<file path="src/hdl/nrr_pkg.sv">
// Constants, register map and reset values of the ramp rate register bank.
//==============================================================================
//==============================================================================
package nrr_pkg;

   //===========================================================================
   // Sizes.
   //===========================================================================
   localparam int unsigned NUM_CANCELLERS = 2;  // Cancellers A and B.
   localparam int unsigned SLOTS_PER_CANC = 4;  // Byte registers per canceller.
   localparam int unsigned NUM_SLOTS      = 8;  // Byte registers in total.
   localparam int unsigned RATE_W         = 16; // Width of one ramp rate.
   localparam int unsigned BYTE_W         = 8;  // Width of one register.
   localparam int unsigned IDX_W          = 6;  // Width of a register index.
   localparam int unsigned ADR_LSB        = 2;  // Byte address is index times four.
   localparam int unsigned ADR_W          = 8;  // Width of the bus byte address.
   localparam int unsigned DAT_W          = 32; // Width of the bus data.
   localparam int unsigned SEL_W          = 4;  // Width of the bus byte select.

   //===========================================================================
   // Register indices of the documented byte registers.
   //===========================================================================
   localparam logic [5:0] CANCELLER_A_RELEASE_SLOPE_LOW_IDX  = 6'h1a;
   localparam logic [5:0] CANCELLER_A_RELEASE_SLOPE_HIGH_IDX = 6'h1b;
   localparam logic [5:0] CANCELLER_A_ENGAGE_SLOPE_LOW_IDX   = 6'h1c;
   localparam logic [5:0] CANCELLER_A_ENGAGE_SLOPE_HIGH_IDX  = 6'h1d;
   localparam logic [5:0] CANCELLER_B_RELEASE_SLOPE_LOW_IDX  = 6'h3a;
   localparam logic [5:0] CANCELLER_B_RELEASE_SLOPE_HIGH_IDX = 6'h3b;
   localparam logic [5:0] CANCELLER_B_ENGAGE_SLOPE_LOW_IDX   = 6'h3c;
   localparam logic [5:0] CANCELLER_B_ENGAGE_SLOPE_HIGH_IDX  = 6'h3d;

   //===========================================================================
   // Position of each byte inside a canceller's group of four slots.
   //===========================================================================
   localparam int unsigned SLOT_ENG_LO = 0; // Engage rate bits 7:0.
   localparam int unsigned SLOT_ENG_HI = 1; // Engage rate bits 15:8.
   localparam int unsigned SLOT_REL_LO = 2; // Release rate bits 7:0.
   localparam int unsigned SLOT_REL_HI = 3; // Release rate bits 15:8.

   // Index and reset value of every slot, canceller A first.
   localparam logic [5:0] SLOT_IDX [0:7] = '{
      CANCELLER_A_RELEASE_SLOPE_LOW_IDX, CANCELLER_A_RELEASE_SLOPE_HIGH_IDX,
      CANCELLER_A_ENGAGE_SLOPE_LOW_IDX,  CANCELLER_A_ENGAGE_SLOPE_HIGH_IDX,
      CANCELLER_B_RELEASE_SLOPE_LOW_IDX, CANCELLER_B_RELEASE_SLOPE_HIGH_IDX,
      CANCELLER_B_ENGAGE_SLOPE_LOW_IDX,  CANCELLER_B_ENGAGE_SLOPE_HIGH_IDX};
   localparam logic [7:0] SLOT_RST [0:7] = '{
      8'h00, 8'h3e, 8'h00, 8'h41, 8'h00, 8'h3e, 8'h00, 8'h41};

   //===========================================================================
   // Extra registers: gain readback, control and status.
   //===========================================================================
   localparam logic [5:0] GAIN_LO_IDX [0:1] = '{6'h04, 6'h24}; // Gain bits 7:0.
   localparam logic [5:0] GAIN_HI_IDX [0:1] = '{6'h05, 6'h25}; // Gain bits 15:8.
   localparam logic [5:0] CTRL_IDX          = 6'h3e;           // Shaping enables.
   localparam logic [5:0] STATUS_IDX        = 6'h3f;           // Rate range flags.
   localparam logic [7:0] CTRL_RST          = 8'h03;           // Both cancellers on.
   localparam int unsigned STATUS_ENG_LSB   = 0; // Bit per canceller: engage rate bad.
   localparam int unsigned STATUS_REL_LSB   = 2; // Bit per canceller: release rate bad.

   //===========================================================================
   // Fixed point format of rates and gain.
   //===========================================================================
   localparam int unsigned FRAC_BITS  = 14;       // Unity is one shifted by this.
   localparam logic [15:0] GAIN_UNITY = 16'h4000; // No attenuation.

endpackage : nrr_pkg

</file>
<file path="src/hdl/nrr_reg_if.sv">
// Register access carrier between the bus front end and the register bank.
`timescale 1ns/10ps
interface nrr_reg_if;
   logic                         wr_stb; // One-cycle write of wdata at idx.
   logic                         rd_stb; // One-cycle read capture at idx.
   logic [nrr_pkg::IDX_W-1:0]    idx;    // Register index.
   logic [nrr_pkg::BYTE_W-1:0]   wdata;  // Write byte.
   logic [nrr_pkg::BYTE_W-1:0]   rdata;  // Read byte at idx.

   modport front (output wr_stb, rd_stb, idx, wdata, input rdata);
   modport bank  (input wr_stb, rd_stb, idx, wdata, output rdata);
endinterface : nrr_reg_if

</file>
<file path="src/hdl/nrr_gain_shaper.sv">
// Gain trajectory of one residual suppressor, shaped by the two ramp rates.
`timescale 1ns/10ps
module nrr_gain_shaper #(
   parameter int unsigned RATE_W = 16
) (
   // Clock, reset and enable.
   input  wire logic              clk_i,
   input  wire logic              rst_i,
   input  wire logic              ce_i,
   // Control.
   input  wire logic              enable_i,
   input  wire logic              tick_i,
   input  wire logic              suppress_i,
   // Ramp rates.
   input  wire logic [RATE_W-1:0] engage_rate_i,
   input  wire logic [RATE_W-1:0] release_rate_i,
   // Gain.
   output logic      [RATE_W-1:0] gain_o
);
   logic [2*RATE_W-1:0] prod;   // Gain times the active rate.
   logic [RATE_W:0]     scaled; // Product back in unity format.
   logic [RATE_W:0]     raised; // Release step plus one lsb.
   logic [RATE_W-1:0]   gain_d; // Next gain.

   // Each step multiplies the gain by the active rate in unity format.
   always_comb begin
      prod   = gain_o * (suppress_i ? engage_rate_i : release_rate_i);
      scaled = prod[nrr_pkg::FRAC_BITS +: RATE_W+1];
      raised = scaled + (RATE_W+1)'(1);
      if (!enable_i) begin
         gain_d = nrr_pkg::GAIN_UNITY;
      end else if (suppress_i) begin
         // A smaller rate shrinks the gain more per step.
         gain_d = (scaled >= {1'b0, nrr_pkg::GAIN_UNITY}) ? nrr_pkg::GAIN_UNITY
                                                          : scaled[RATE_W-1:0];
      end else begin
         // A larger rate grows it more per step; the added lsb lets it leave zero.
         gain_d = (raised >= {1'b0, nrr_pkg::GAIN_UNITY}) ? nrr_pkg::GAIN_UNITY
                                                          : raised[RATE_W-1:0];
      end
   end

   // The gain moves once per sample tick and starts with no attenuation.
   always_ff @(posedge clk_i) begin
      if (rst_i) begin
         gain_o <= nrr_pkg::GAIN_UNITY;
      end else if (ce_i && tick_i) begin
         gain_o <= gain_d;
      end
   end
endmodule : nrr_gain_shaper

</file>
<file path="src/hdl/nrr_ramp_rate_bank.sv">
// Ramp rate register bank of the residual suppressors of cancellers A and B.
`timescale 1ns/10ps
module nrr_ramp_rate_bank (
   // Clock, reset and enable.
   input  wire logic                                    clk_i,
   input  wire logic                                    rst_i,
   input  wire logic                                    ce_i,
   // Wishbone slave.
   input  wire logic                                    wb_cyc_i,
   input  wire logic                                    wb_stb_i,
   input  wire logic                                    wb_we_i,
   input  wire logic [nrr_pkg::ADR_W-1:0]               wb_adr_i,
   input  wire logic [nrr_pkg::SEL_W-1:0]               wb_sel_i,
   input  wire logic [nrr_pkg::DAT_W-1:0]               wb_dat_i,
   output logic      [nrr_pkg::DAT_W-1:0]               wb_dat_o,
   output logic                                         wb_ack_o,
   // Suppressor control from the canceller datapath.
   input  wire logic [nrr_pkg::NUM_CANCELLERS-1:0]      suppress_req_i,
   input  wire logic                                    sample_tick_i,
   // Ramp constants and gain toward the suppressors.
   output logic [nrr_pkg::NUM_CANCELLERS-1:0][nrr_pkg::RATE_W-1:0] engage_ramp_rate_o,
   output logic [nrr_pkg::NUM_CANCELLERS-1:0][nrr_pkg::RATE_W-1:0] release_ramp_rate_o,
   output logic [nrr_pkg::NUM_CANCELLERS-1:0][nrr_pkg::RATE_W-1:0] suppressor_gain_readback_o
);

   //===========================================================================
   // Declarations.
   //===========================================================================
   // Register access from the bus front end.
   nrr_reg_if regs ();

   // Current value of every byte register, slot order as in the package.
   logic [nrr_pkg::BYTE_W-1:0] slot_val [0:nrr_pkg::NUM_SLOTS-1];

   // Shaping enable per canceller, written by software.
   logic [nrr_pkg::BYTE_W-1:0] ctrl_q;

   // Rate range flags, refreshed every enabled cycle from the programmed rates.
   logic [nrr_pkg::BYTE_W-1:0] status_q;

   // Status value computed from the rates, before its flop.
   logic [nrr_pkg::BYTE_W-1:0] status_d;

   // Rates assembled straight from the byte registers.
   logic [nrr_pkg::NUM_CANCELLERS-1:0][nrr_pkg::RATE_W-1:0] engage_raw;
   logic [nrr_pkg::NUM_CANCELLERS-1:0][nrr_pkg::RATE_W-1:0] release_raw;

   // Gain of each suppressor, straight from the shaper flops.
   logic [nrr_pkg::NUM_CANCELLERS-1:0][nrr_pkg::RATE_W-1:0] gain;

   // High gain byte frozen when the low byte is read.
   logic [nrr_pkg::BYTE_W-1:0] gain_hi_shadow_q [0:nrr_pkg::NUM_CANCELLERS-1];

   // Read byte presented to the front end.
   logic [nrr_pkg::BYTE_W-1:0] rdata;

   //===========================================================================
   // Bus front end.
   //===========================================================================
   // The front end answers every addressed cycle and turns it into strobes.
   nrr_wb_front u_front (
      .clk_i    (clk_i),
      .rst_i    (rst_i),
      .ce_i     (ce_i),
      .wb_cyc_i (wb_cyc_i),
      .wb_stb_i (wb_stb_i),
      .wb_we_i  (wb_we_i),
      .wb_adr_i (wb_adr_i),
      .wb_sel_i (wb_sel_i),
      .wb_dat_i (wb_dat_i),
      .wb_dat_o (wb_dat_o),
      .wb_ack_o (wb_ack_o),
      .regs     (regs.front)
   );

   //===========================================================================
   // Byte registers of the ramp rates.
   //===========================================================================
   // One read-write byte per slot, each with its own index and reset value.
   // A write touches only the addressed byte; its partner keeps its value.
   for (genvar s = 0; s < nrr_pkg::NUM_SLOTS; s++) begin : g_slot
      logic [nrr_pkg::BYTE_W-1:0] val_q; // Stored byte.

      // Load the byte when software writes its index.
      always_ff @(posedge clk_i) begin
         if (rst_i) begin
            val_q <= nrr_pkg::SLOT_RST[s];
         end else if (regs.wr_stb && regs.idx == nrr_pkg::SLOT_IDX[s]) begin
            val_q <= regs.wdata;
         end
      end

      assign slot_val[s] = val_q;
   end

   //===========================================================================
   // Control register.
   //===========================================================================
   // Bit c enables gain shaping for canceller c; clear holds its gain at unity.
   always_ff @(posedge clk_i) begin
      if (rst_i) begin
         ctrl_q <= nrr_pkg::CTRL_RST;
      end else if (regs.wr_stb && regs.idx == nrr_pkg::CTRL_IDX) begin
         ctrl_q <= regs.wdata;
      end
   end

   //===========================================================================
   // Rate assembly.
   //===========================================================================
   // Each rate is its high byte above its low byte.
   for (genvar c = 0; c < nrr_pkg::NUM_CANCELLERS; c++) begin : g_rate
      localparam int unsigned BASE = c * nrr_pkg::SLOTS_PER_CANC; // First slot.

      assign engage_raw[c]  = {slot_val[BASE + nrr_pkg::SLOT_ENG_HI],
                               slot_val[BASE + nrr_pkg::SLOT_ENG_LO]};
      assign release_raw[c] = {slot_val[BASE + nrr_pkg::SLOT_REL_HI],
                               slot_val[BASE + nrr_pkg::SLOT_REL_LO]};
   end

   // The constants seen by the suppressors come from flops, so they change
   // only the cycle after a byte write and are steady in between.
   always_ff @(posedge clk_i) begin
      if (rst_i) begin
         for (int c = 0; c < nrr_pkg::NUM_CANCELLERS; c++) begin
            engage_ramp_rate_o[c]  <= {nrr_pkg::SLOT_RST[c*4+1], nrr_pkg::SLOT_RST[c*4]};
            release_ramp_rate_o[c] <= {nrr_pkg::SLOT_RST[c*4+3], nrr_pkg::SLOT_RST[c*4+2]};
         end
      end else if (ce_i) begin
         engage_ramp_rate_o  <= engage_raw;
         release_ramp_rate_o <= release_raw;
      end
   end

   //===========================================================================
   // Rate range status.
   //===========================================================================
   // Software must keep the engage rate below unity and the release rate above
   // it; the block still runs with other values but flags them here so that a
   // driver fault is visible. The shaper saturates so no value can overflow.
   always_comb begin
      status_d = '0;
      for (int c = 0; c < nrr_pkg::NUM_CANCELLERS; c++) begin
         status_d[nrr_pkg::STATUS_ENG_LSB + c] =
            (engage_ramp_rate_o[c] >= nrr_pkg::GAIN_UNITY);
         status_d[nrr_pkg::STATUS_REL_LSB + c] =
            (release_ramp_rate_o[c] <= nrr_pkg::GAIN_UNITY);
      end
   end

   // The flags follow the rates; writes to this register are ignored.
   always_ff @(posedge clk_i) begin
      if (rst_i) begin
         status_q <= '0;
      end else if (ce_i) begin
         status_q <= status_d;
      end
   end

   //===========================================================================
   // Suppressor gain shapers.
   //===========================================================================
   // One shaper per canceller; each steps on the shared sample tick.
   for (genvar c = 0; c < nrr_pkg::NUM_CANCELLERS; c++) begin : g_shaper
      nrr_gain_shaper #(
         .RATE_W (nrr_pkg::RATE_W)
      ) u_shaper (
         .clk_i          (clk_i),
         .rst_i          (rst_i),
         .ce_i           (ce_i),
         .enable_i       (ctrl_q[c]),
         .tick_i         (sample_tick_i),
         .suppress_i     (suppress_req_i[c]),
         .engage_rate_i  (engage_ramp_rate_o[c]),
         .release_rate_i (release_ramp_rate_o[c]),
         .gain_o         (gain[c])
      );
   end

   // The gain leaves the block as it stands in the shaper flops.
   assign suppressor_gain_readback_o = gain;

   //===========================================================================
   // Gain readback coherence.
   //===========================================================================
   // Reading the low gain byte freezes the high byte, so that a low-then-high
   // pair of reads returns one coherent sixteen-bit value even while the gain
   // keeps moving between the two bus cycles.
   for (genvar c = 0; c < nrr_pkg::NUM_CANCELLERS; c++) begin : g_shadow
      always_ff @(posedge clk_i) begin
         if (rst_i) begin
            gain_hi_shadow_q[c] <= nrr_pkg::GAIN_UNITY[15:8];
         end else if (regs.rd_stb && regs.idx == nrr_pkg::GAIN_LO_IDX[c]) begin
            gain_hi_shadow_q[c] <= gain[c][15:8];
         end
      end
   end

   //===========================================================================
   // Read multiplexer.
   //===========================================================================
   // Unmapped indices read as zero; the front end still answers them.
   always_comb begin
      rdata = '0;
      // Ramp rate bytes.
      for (int s = 0; s < nrr_pkg::NUM_SLOTS; s++) begin
         if (regs.idx == nrr_pkg::SLOT_IDX[s]) begin
            rdata = slot_val[s];
         end
      end
      // Gain bytes, high byte from the shadow.
      for (int c = 0; c < nrr_pkg::NUM_CANCELLERS; c++) begin
         if (regs.idx == nrr_pkg::GAIN_LO_IDX[c]) begin
            rdata = gain[c][7:0];
         end
         if (regs.idx == nrr_pkg::GAIN_HI_IDX[c]) begin
            rdata = gain_hi_shadow_q[c];
         end
      end
      // Control and status.
      if (regs.idx == nrr_pkg::CTRL_IDX) begin
         rdata = ctrl_q;
      end
      if (regs.idx == nrr_pkg::STATUS_IDX) begin
         rdata = status_q;
      end
   end

   assign regs.rdata = rdata;

endmodule : nrr_ramp_rate_bank

</file>
<file path="src/hdl/nrr_wb_front.sv">
// Classic Wishbone slave front end of the ramp rate register bank.
`timescale 1ns/10ps
module nrr_wb_front (
   // Clock, reset and enable.
   input  wire logic                         clk_i,
   input  wire logic                         rst_i,
   input  wire logic                         ce_i,
   // Wishbone slave.
   input  wire logic                         wb_cyc_i,
   input  wire logic                         wb_stb_i,
   input  wire logic                         wb_we_i,
   input  wire logic [nrr_pkg::ADR_W-1:0]    wb_adr_i,
   input  wire logic [nrr_pkg::SEL_W-1:0]    wb_sel_i,
   input  wire logic [nrr_pkg::DAT_W-1:0]    wb_dat_i,
   output logic      [nrr_pkg::DAT_W-1:0]    wb_dat_o,
   output logic                              wb_ack_o,
   // Register access.
   nrr_reg_if.front                          regs
);
   logic req; // A cycle is addressed to this slave.
   logic ack_q; // Answer flag, high for exactly one enabled cycle.

   assign req          = wb_cyc_i & wb_stb_i;
   assign regs.idx     = wb_adr_i[nrr_pkg::ADR_LSB +: nrr_pkg::IDX_W];
   assign regs.wdata   = wb_dat_i[nrr_pkg::BYTE_W-1:0];
   // The write lands on the edge at which the master samples the answer.
   assign regs.wr_stb  = ce_i & req & wb_we_i & ack_q & wb_sel_i[0];
   // Read data is captured on the edge that raises the answer.
   assign regs.rd_stb  = ce_i & req & ~wb_we_i & ~ack_q;
   assign wb_ack_o     = ack_q;

   // Answer every addressed cycle, mapped or not, one cycle after it is seen.
   always_ff @(posedge clk_i) begin
      if (rst_i) begin
         ack_q <= 1'b0;
      end else if (ce_i) begin
         ack_q <= req & ~ack_q;
      end
   end

   // Read data sits in the low byte; the bits above read as zero.
   always_ff @(posedge clk_i) begin
      if (rst_i) begin
         wb_dat_o <= '0;
      end else if (regs.rd_stb) begin
         wb_dat_o <= {{(nrr_pkg::DAT_W-nrr_pkg::BYTE_W){1'b0}}, regs.rdata};
      end
   end
endmodule : nrr_wb_front

</file>
<file path="config.mk">
export PLATFORM = sky130hd
export DESIGN_NAME = nrr_ramp_rate_bank
export DESIGN_NICKNAME = d
export VERILOG_FILES = /design/src/hdl/nrr_pkg.sv /design/src/hdl/nrr_reg_if.sv /design/src/hdl/nrr_gain_shaper.sv /design/src/hdl/nrr_ramp_rate_bank.sv /design/src/hdl/nrr_wb_front.sv
export SDC_FILE = /design/constraint.sdc
export NUM_CORES = 2
export LEC_CHECK = 0
export ABC_AREA = 1
export BUFFER_PORTS_ARGS = -buffer_cell sky130_fd_sc_hd__buf_2
export CAP_MARGIN = 20
export CORE_UTILIZATION = 53
export CTS_CLUSTER_SIZE = 8
export DETAILED_ROUTE_END_ITERATION = 8
export PLACE_DENSITY = 0.67
export SLEW_MARGIN = 20
export SYNTH_ARGS = -nofsm -noshare
export SYNTH_HDL_FRONTEND = slang
export SYNTH_SLANG_ARGS = --single-unit
</file>
<file path="constraint.sdc">
create_clock -name clk_i -period 8.28 [get_ports clk_i]
set_input_delay 0.414 -clock clk_i [delete_from_list [all_inputs] [get_ports clk_i]]
set_output_delay 0.414 -clock clk_i [all_outputs]
set_load 0.05 [all_outputs]
</file>
Yosys cells after proc, flatten, opt, wreduce, memory -nomap -nowiden
Memory sizes are Yosys's and may differ from the RTL's.
Cells that the tools add are included.
- bits in writable memories: 16
- memory bits (read-only): 0
- logic and storage cells: 103
- memories: 1
- output and inout bits: 129
- bits in latches: 0
- flip-flop bits (word level): 181
- memory list (name ; words ; bits a word ; rd ports ; clocked after Yosys merged registers in ; wr ports ; RTL line ; RTL):
    gain_hi_shadow_q ; 2 ; 8 ; 2 ; 0 ; 2 ; nrr_ramp_rate_bank.sv:52 ; logic [nrr_pkg::BYTE_W-1:0] gain_hi_shadow_q [0:nrr_pkg::NUM_CANCELLERS-1];
- equality and inequality tests: 14
- $lt $le $gt $ge: 8
- multipliers: 2
- muxes and demuxes: 34
- add/subtract/negate cells: 2
- shifts and indexed selects: 0
- bitwise logic cells: 12
- reductions and logical operators: 12
- div/mod/pow operators: 0
- operators by type and width (kind ; number):
    2-to-1 mux 16 bit ; 10
    2-to-1 mux 8 bit ; 16
    greater-or-equal comparator 17 x 15 -> 1 bit, second input constant ; 4
    multiplier 16 x 32 -> 31 bit ; 2
    == test 6 bit, second input constant ; 8
    adder 17 x 1 -> 17 bit, second input constant ; 2
    greater-or-equal comparator 16 x 15 -> 1 bit, second input constant ; 2
    <= comparator 16 x 15 -> 1 bit, second input constant ; 2
    == test 6 x 5 -> 1 bit, second input constant ; 4
    == test 6 x 3 -> 1 bit, second input constant ; 2
    logical AND 1 bit ; 12
    bitwise AND 1 bit ; 8
    2-to-1 mux 1 bit ; 8
    inverter 1 bit ; 2
    bitwise OR 1 bit ; 2

Longest topological paths before layout
- depth in word-level cells: 15
- gate-level depth with buffers: 44
- mapped depth without buffers: 42

Cells and area by module
From an unflattened synthesis, not the netlist that was laid out.
- cells, all modules: 3754
- area total of the unflattened synthesis: 27401.3 um^2
- by module, submodules not included (module ; cells an instance ; seq. area each (um^2) ; instances ; area an instance (um^2)):
    nrr_gain_shaper (g_shaper[0].u_shaper) ; 1400 ; 320.3 ; 1 ; 10139.7
    nrr_gain_shaper (g_shaper[1].u_shaper) ; 1379 ; 320.3 ; 1 ; 9985.8
    nrr_ramp_rate_bank ; 875 ; 3283.1 ; 1 ; 6543.8
    nrr_wb_front ; 100 ; 180.2 ; 1 ; 732.0

Least setup slack after synthesis
Ideal clock, no wire load.
- path kind: input to register
- from: input port suppress_req_i[0] in the netlist's numbering
- to: register g_shaper[0].u_shaper.gain_o[13]
- setup slack: 0.889 ns
- cell stages on the path: 40
- required time: 8.210 ns
- setup time: 0.070 ns
- arrival: 7.321 ns
- buffers on the path: 4
- cell sequence: buf_4 > inv_2 > clkbuf_1 > clkbuf_1 > nand2_1 > o21ai_1 > clkinv_1 > nand2_1 > fa_1 > fa_1 > fa_1 > inv_1 > fa_1 > fa_1 > inv_1 > fa_1 > inv_1 > ha_1 > [... 4 more ...] > nand2_1 > nand2_1 > nand2_1 > nand2_1 > ha_1 > nand3_1 > nor2_2 > nand2_1 > nor2_1 > nand3_1 > nand2_1 > nand2_1 > nor2_4 > buf_6 > nand3_1 > nand2_1 > nand2_1 > a21oi_1
- cells in the longest elaborated chain, start to end: 7
- elaborated cells on any way between the ends: 9
- classes of those cells: add/sub: 1; mul: 1; order compare: 2; mux: 5
- ends and longest elaborated chain (element ; RTL line ; RTL):
    start, declared ; nrr_ramp_rate_bank.sv:18 ; input wire logic [nrr_pkg::NUM_CANCELLERS-1:0] suppress_req_i,
    2-to-1 mux 16 bit ; nrr_gain_shaper.sv:27 ; prod = gain_o * (suppress_i ? engage_rate_i : release_rate_i);
    multiplier 16 x 32 -> 31 bit ; nrr_gain_shaper.sv:27 ;
    adder 17 x 1 -> 17 bit ; nrr_gain_shaper.sv:29 ; raised = scaled + (RATE_W+1)'(1);
    greater-or-equal comparator 17 x 15 -> 1 bit ; nrr_gain_shaper.sv:38 ; gain_d = (raised >= {1'b0, nrr_pkg::GAIN_UNITY}) ? nrr_pkg::GAIN_UNITY
    2-to-1 mux 16 bit ; nrr_gain_shaper.sv:38 ;
    2-to-1 mux 16 bit (*) ; nrr_gain_shaper.sv:32 ; end else if (suppress_i) begin
    2-to-1 mux 16 bit (*) ; nrr_gain_shaper.sv:30 ; if (!enable_i) begin
    end signal, assigned ; nrr_gain_shaper.sv:46 ; gain_o <= nrr_pkg::GAIN_UNITY;
    end signal, assigned ; nrr_gain_shaper.sv:48 ; gain_o <= gain_d;
    end, declared ; nrr_gain_shaper.sv:18 ; output logic [RATE_W-1:0] gain_o
Mark *: on every way between the ends. The rest lies on a longest branch, timed or not.
A chain may end at the register's enable or synchronous reset.

Worst setup path after layout
- from: register release_ramp_rate_o[7] in the netlist's numbering
- to: register g_shaper[0].u_shaper.gain_o[4]
- cells in the longest elaborated chain, start to end: 7
- elaborated cells on any way between the ends: 9
- classes of those cells: add/sub: 1; mul: 1; order compare: 2; mux: 5
- ends and longest elaborated chain (element ; RTL line ; RTL):
    start, declared ; nrr_ramp_rate_bank.sv:22 ; output logic [nrr_pkg::NUM_CANCELLERS-1:0][nrr_pkg::RATE_W-1:0] release_ramp_rate_o,
    start signal, assigned by index ; nrr_ramp_rate_bank.sv:127 ; release_ramp_rate_o[c] <= {nrr_pkg::SLOT_RST[c*4+3], nrr_pkg::SLOT_RST[c*4+2]};
    start signal, assigned ; nrr_ramp_rate_bank.sv:131 ; release_ramp_rate_o <= release_raw;
    2-to-1 mux 16 bit (*) ; nrr_gain_shaper.sv:27 ;
    multiplier 16 x 32 -> 31 bit (*) ; nrr_gain_shaper.sv:27 ;
    adder 17 x 1 -> 17 bit ; nrr_gain_shaper.sv:29 ;
    greater-or-equal comparator 17 x 15 -> 1 bit ; nrr_gain_shaper.sv:38 ;
    2-to-1 mux 16 bit ; nrr_gain_shaper.sv:38 ;
    2-to-1 mux 16 bit (*) ; nrr_gain_shaper.sv:32 ;
    2-to-1 mux 16 bit (*) ; nrr_gain_shaper.sv:30 ;
Marked as above.

==> flow_summary.ini <==
[outcome]
outcome = completed

[logic_synthesis]
synth_fa_ha_area_frac = 0.377
ys_warn_count = 0
synth-main-ff-cell = dfxtp_1
netlist_area_um2 = 26900
yosysUniqueCellTypes = 53
synth_compound_area_frac = 0.0762
synth_top_family_by_area = adder cells
synth_edf_count = 16
yosys.area_share.simple = 0.259
synthArstFlopShare = 0
synth_mux_area_frac = 0
syn_inst = 3794
ys_seq_elements = 197
avgSynthCellArea_um2 = 7.10
synth_xor_area_frac = 0.00548
ys_seq_area_frac = 0.152

[critical_path]
cp_common_cell = nand2_1
critPathKind = reg2reg
timing.rr.end = g_shaper[0].u_shaper.gain_o[4]
crit_fanout = 7
cp.arrival_ns = 8.10
reg2reg_slack_ns = 0.58
end_kind = register
startpoint_type = register
rr_worst_depth = 34
crit_start = release_ramp_rate_o[7]
rr_startpoint = release_ramp_rate_o[7]
crit_path_max_incr_delay_ns = 0.58
setup.worst_path.end = g_shaper[0].u_shaper.gain_o[4]
cp_slowest_cell = fa_1
required_ns = 8.68

[floorplanning]
die_y_um = 227
coreArea_um2 = 50200
ios = 182
die_area_um2 = 51700
placementRows = 82
start_util = 0.537
die-width_um = 227

[final_layout]
drive_gt1_frac = 0.0865
diodes = 0
syn_to_final_growth_pct = 9.04
postLayoutCoreUtil = 0.586
fin_cells = 4625
nets = 4575
final_common_cell = nand2_1
final_cell_mix = nand2_1 (925), inv_1 (719), nor2_1 (530)

[place]
dp.cells = 4593
hpwl_mm = 70.7
routabilityCongestion = 0.992
port_buffers = 128

[route]
wire_per_inst_um = 18.7
drc = 0
routed_wl_mm = 86.7
viasPerCell = 5.36
antenna_left = 0
vias = 24800
firstDrtPassIters = 5
drt_iter0_markers = 2097

[clock_tree]
cts_sinks = 197
cts_buffer_depth = 2
cts-resized-gates = 0
cts_setup_buffers = 0
cts_root_buffer = clkbuf_16
numCtsBuffers = 17
clk_pin_slew_ns = 0.09
clock_latency_ns = 0.47
cts_tree = done
cts_htree_levels = 4
cts_hold_buf = 0

[global_route]
grt_use_met2 = 0.546
top_usage_layer = met2
grt_max_degree = 104
grt_usage = 0.345
grt_util_met1 = 0.481
use_met3 = 0.0595
antenna_found_initial = 1
grt_pass1_wl_mm = 135
grt_overflow_total = 0
grt_pass1_vias = 24000

[worst_hold_path]
hold_start = wb_cyc_i
hp-class = in2reg

[timing]
clock.fmax_mhz = 130
finalSetupViolations = 0
period_minus_slack_ns = 7.70
fin_setup_tns_ns = 0
period_share = 0.930
worst_pin_slew_ns = 1.10
hold_violations = 0
slew_headroom = 0.262
rsz0062_at_grt = no
drv_slew = 0
fin_skew_ns = 0.0142

[pwr]
finalPower_mw = 4.33
p_leak_nw = 15.3
vdd_drop_max_mv = 0.242
power.density_nw_per_um2 = 147

[flow_run]
max_cap_violations = 0
[per-stage QoR]
step	setup WS (ns)	area, um^2	hold slack, ns
6_report	0.582	29400	0.340
5_1_grt	0.0696	29400	0.339
4_1_cts	0.637	29400	0.324
3_5_place_dp	0.312	28700	0.457
3_3_place_gp	0.368	28700	0.453
2_1_floorplan	0.889	27000	0.430
[worst max-delay path: cells and delay by family (launching register included)]
family | cells | cell delay (ns)
buffers and inverters | 8 | 1.15
AOI/OAI and AO/OA | 6 | 1.17
adders and majority gates | 7 | 3.48
and+or+nand+nor | 13 | 1.47
DFF | 1 | 0.38
[how the worst min path moves through the flow]
stage,to,cells past startpoint
2_1_floorplan,ctrl_q[7],2
3_3_place_gp,u_front.wb_dat_o[7],2
3_5_place_dp,u_front.wb_dat_o[7],2
4_1_cts,g_slot[5].val_q[2],3
5_1_grt,g_slot[5].val_q[4],3
6_report,u_front.wb_ack_o,4
[logic make-up after synthesis]
group | Yosys count
and+or+nand+nor | 1719
xor gates and xnor gates | 16
AOI/OAI and AO/OA | 387
DFF | 197
adders and majority gates | 582
other | 1
buffers and inverters | 892
[state kept, by name (all words and copies together), names as in the netlist]
register	cells
gain_hi_shadow_q	16
ctrl_q	8
g_slot.val_q	64
engage_ramp_rate_o	32
u_front.wb_dat_o	8
status_q	4
g_shaper.u_shaper.gain_o	32
release_ramp_rate_o	32
u_front.wb_ack_o	1
[metal layers]
| layer | vias up | wire (um) | part of all wire |
|---|---|---|---|
| met3 | 166 | 8210 | 0.095 |
| met5 | - | 0 | 0 |
| met2 | 1146 | 38800 | 0.45 |
| li1 | 11800 | - | - |
| met1 | 11700 | 36800 | 0.42 |
| met4 | 0 | 2850 | 0.033 |
[cell type report]
type                       count  area [um^2]
fill                        4957        20800
multi-input combinational   2728        19500
sequential                   197         4100
inverter                     752         2820
timing repair buffer         244         1520
tap                          672          841
clock buffer                  17          425
clock inverter                15          206
[synth_stat cells (12+ instances only)]
master,instances,area (um^2)
o21ai_0,165,826
clkbuf_1,99,372
nand4_1,32,200
ha_1,198,2480
edfxtp_1,16,480
a21oi_1,165,826
fa_1,384,7690
nor3_1,20,100
dfxtp_1,181,3620
inv_1,721,2710
clkinv_1,19,71.3
inv_2,12,45.0
nand2_2,16,100
nand3_1,149,746
buf_4,27,203
o21ai_1,18,90.1
nand2_1,926,3480
nor2_1,530,1990
[power by group]
group	switching (mW)	leakage (nW)	internal (mW)	total, mW
clock	0.479	0.308	0.425	0.905
combinational	1.61	13.4	0.760	2.37
sequential	0.0620	1.63	0.990	1.05
total	2.16	15.3	2.18	4.33
Note: power is estimated with default switching activity, not from simulation.
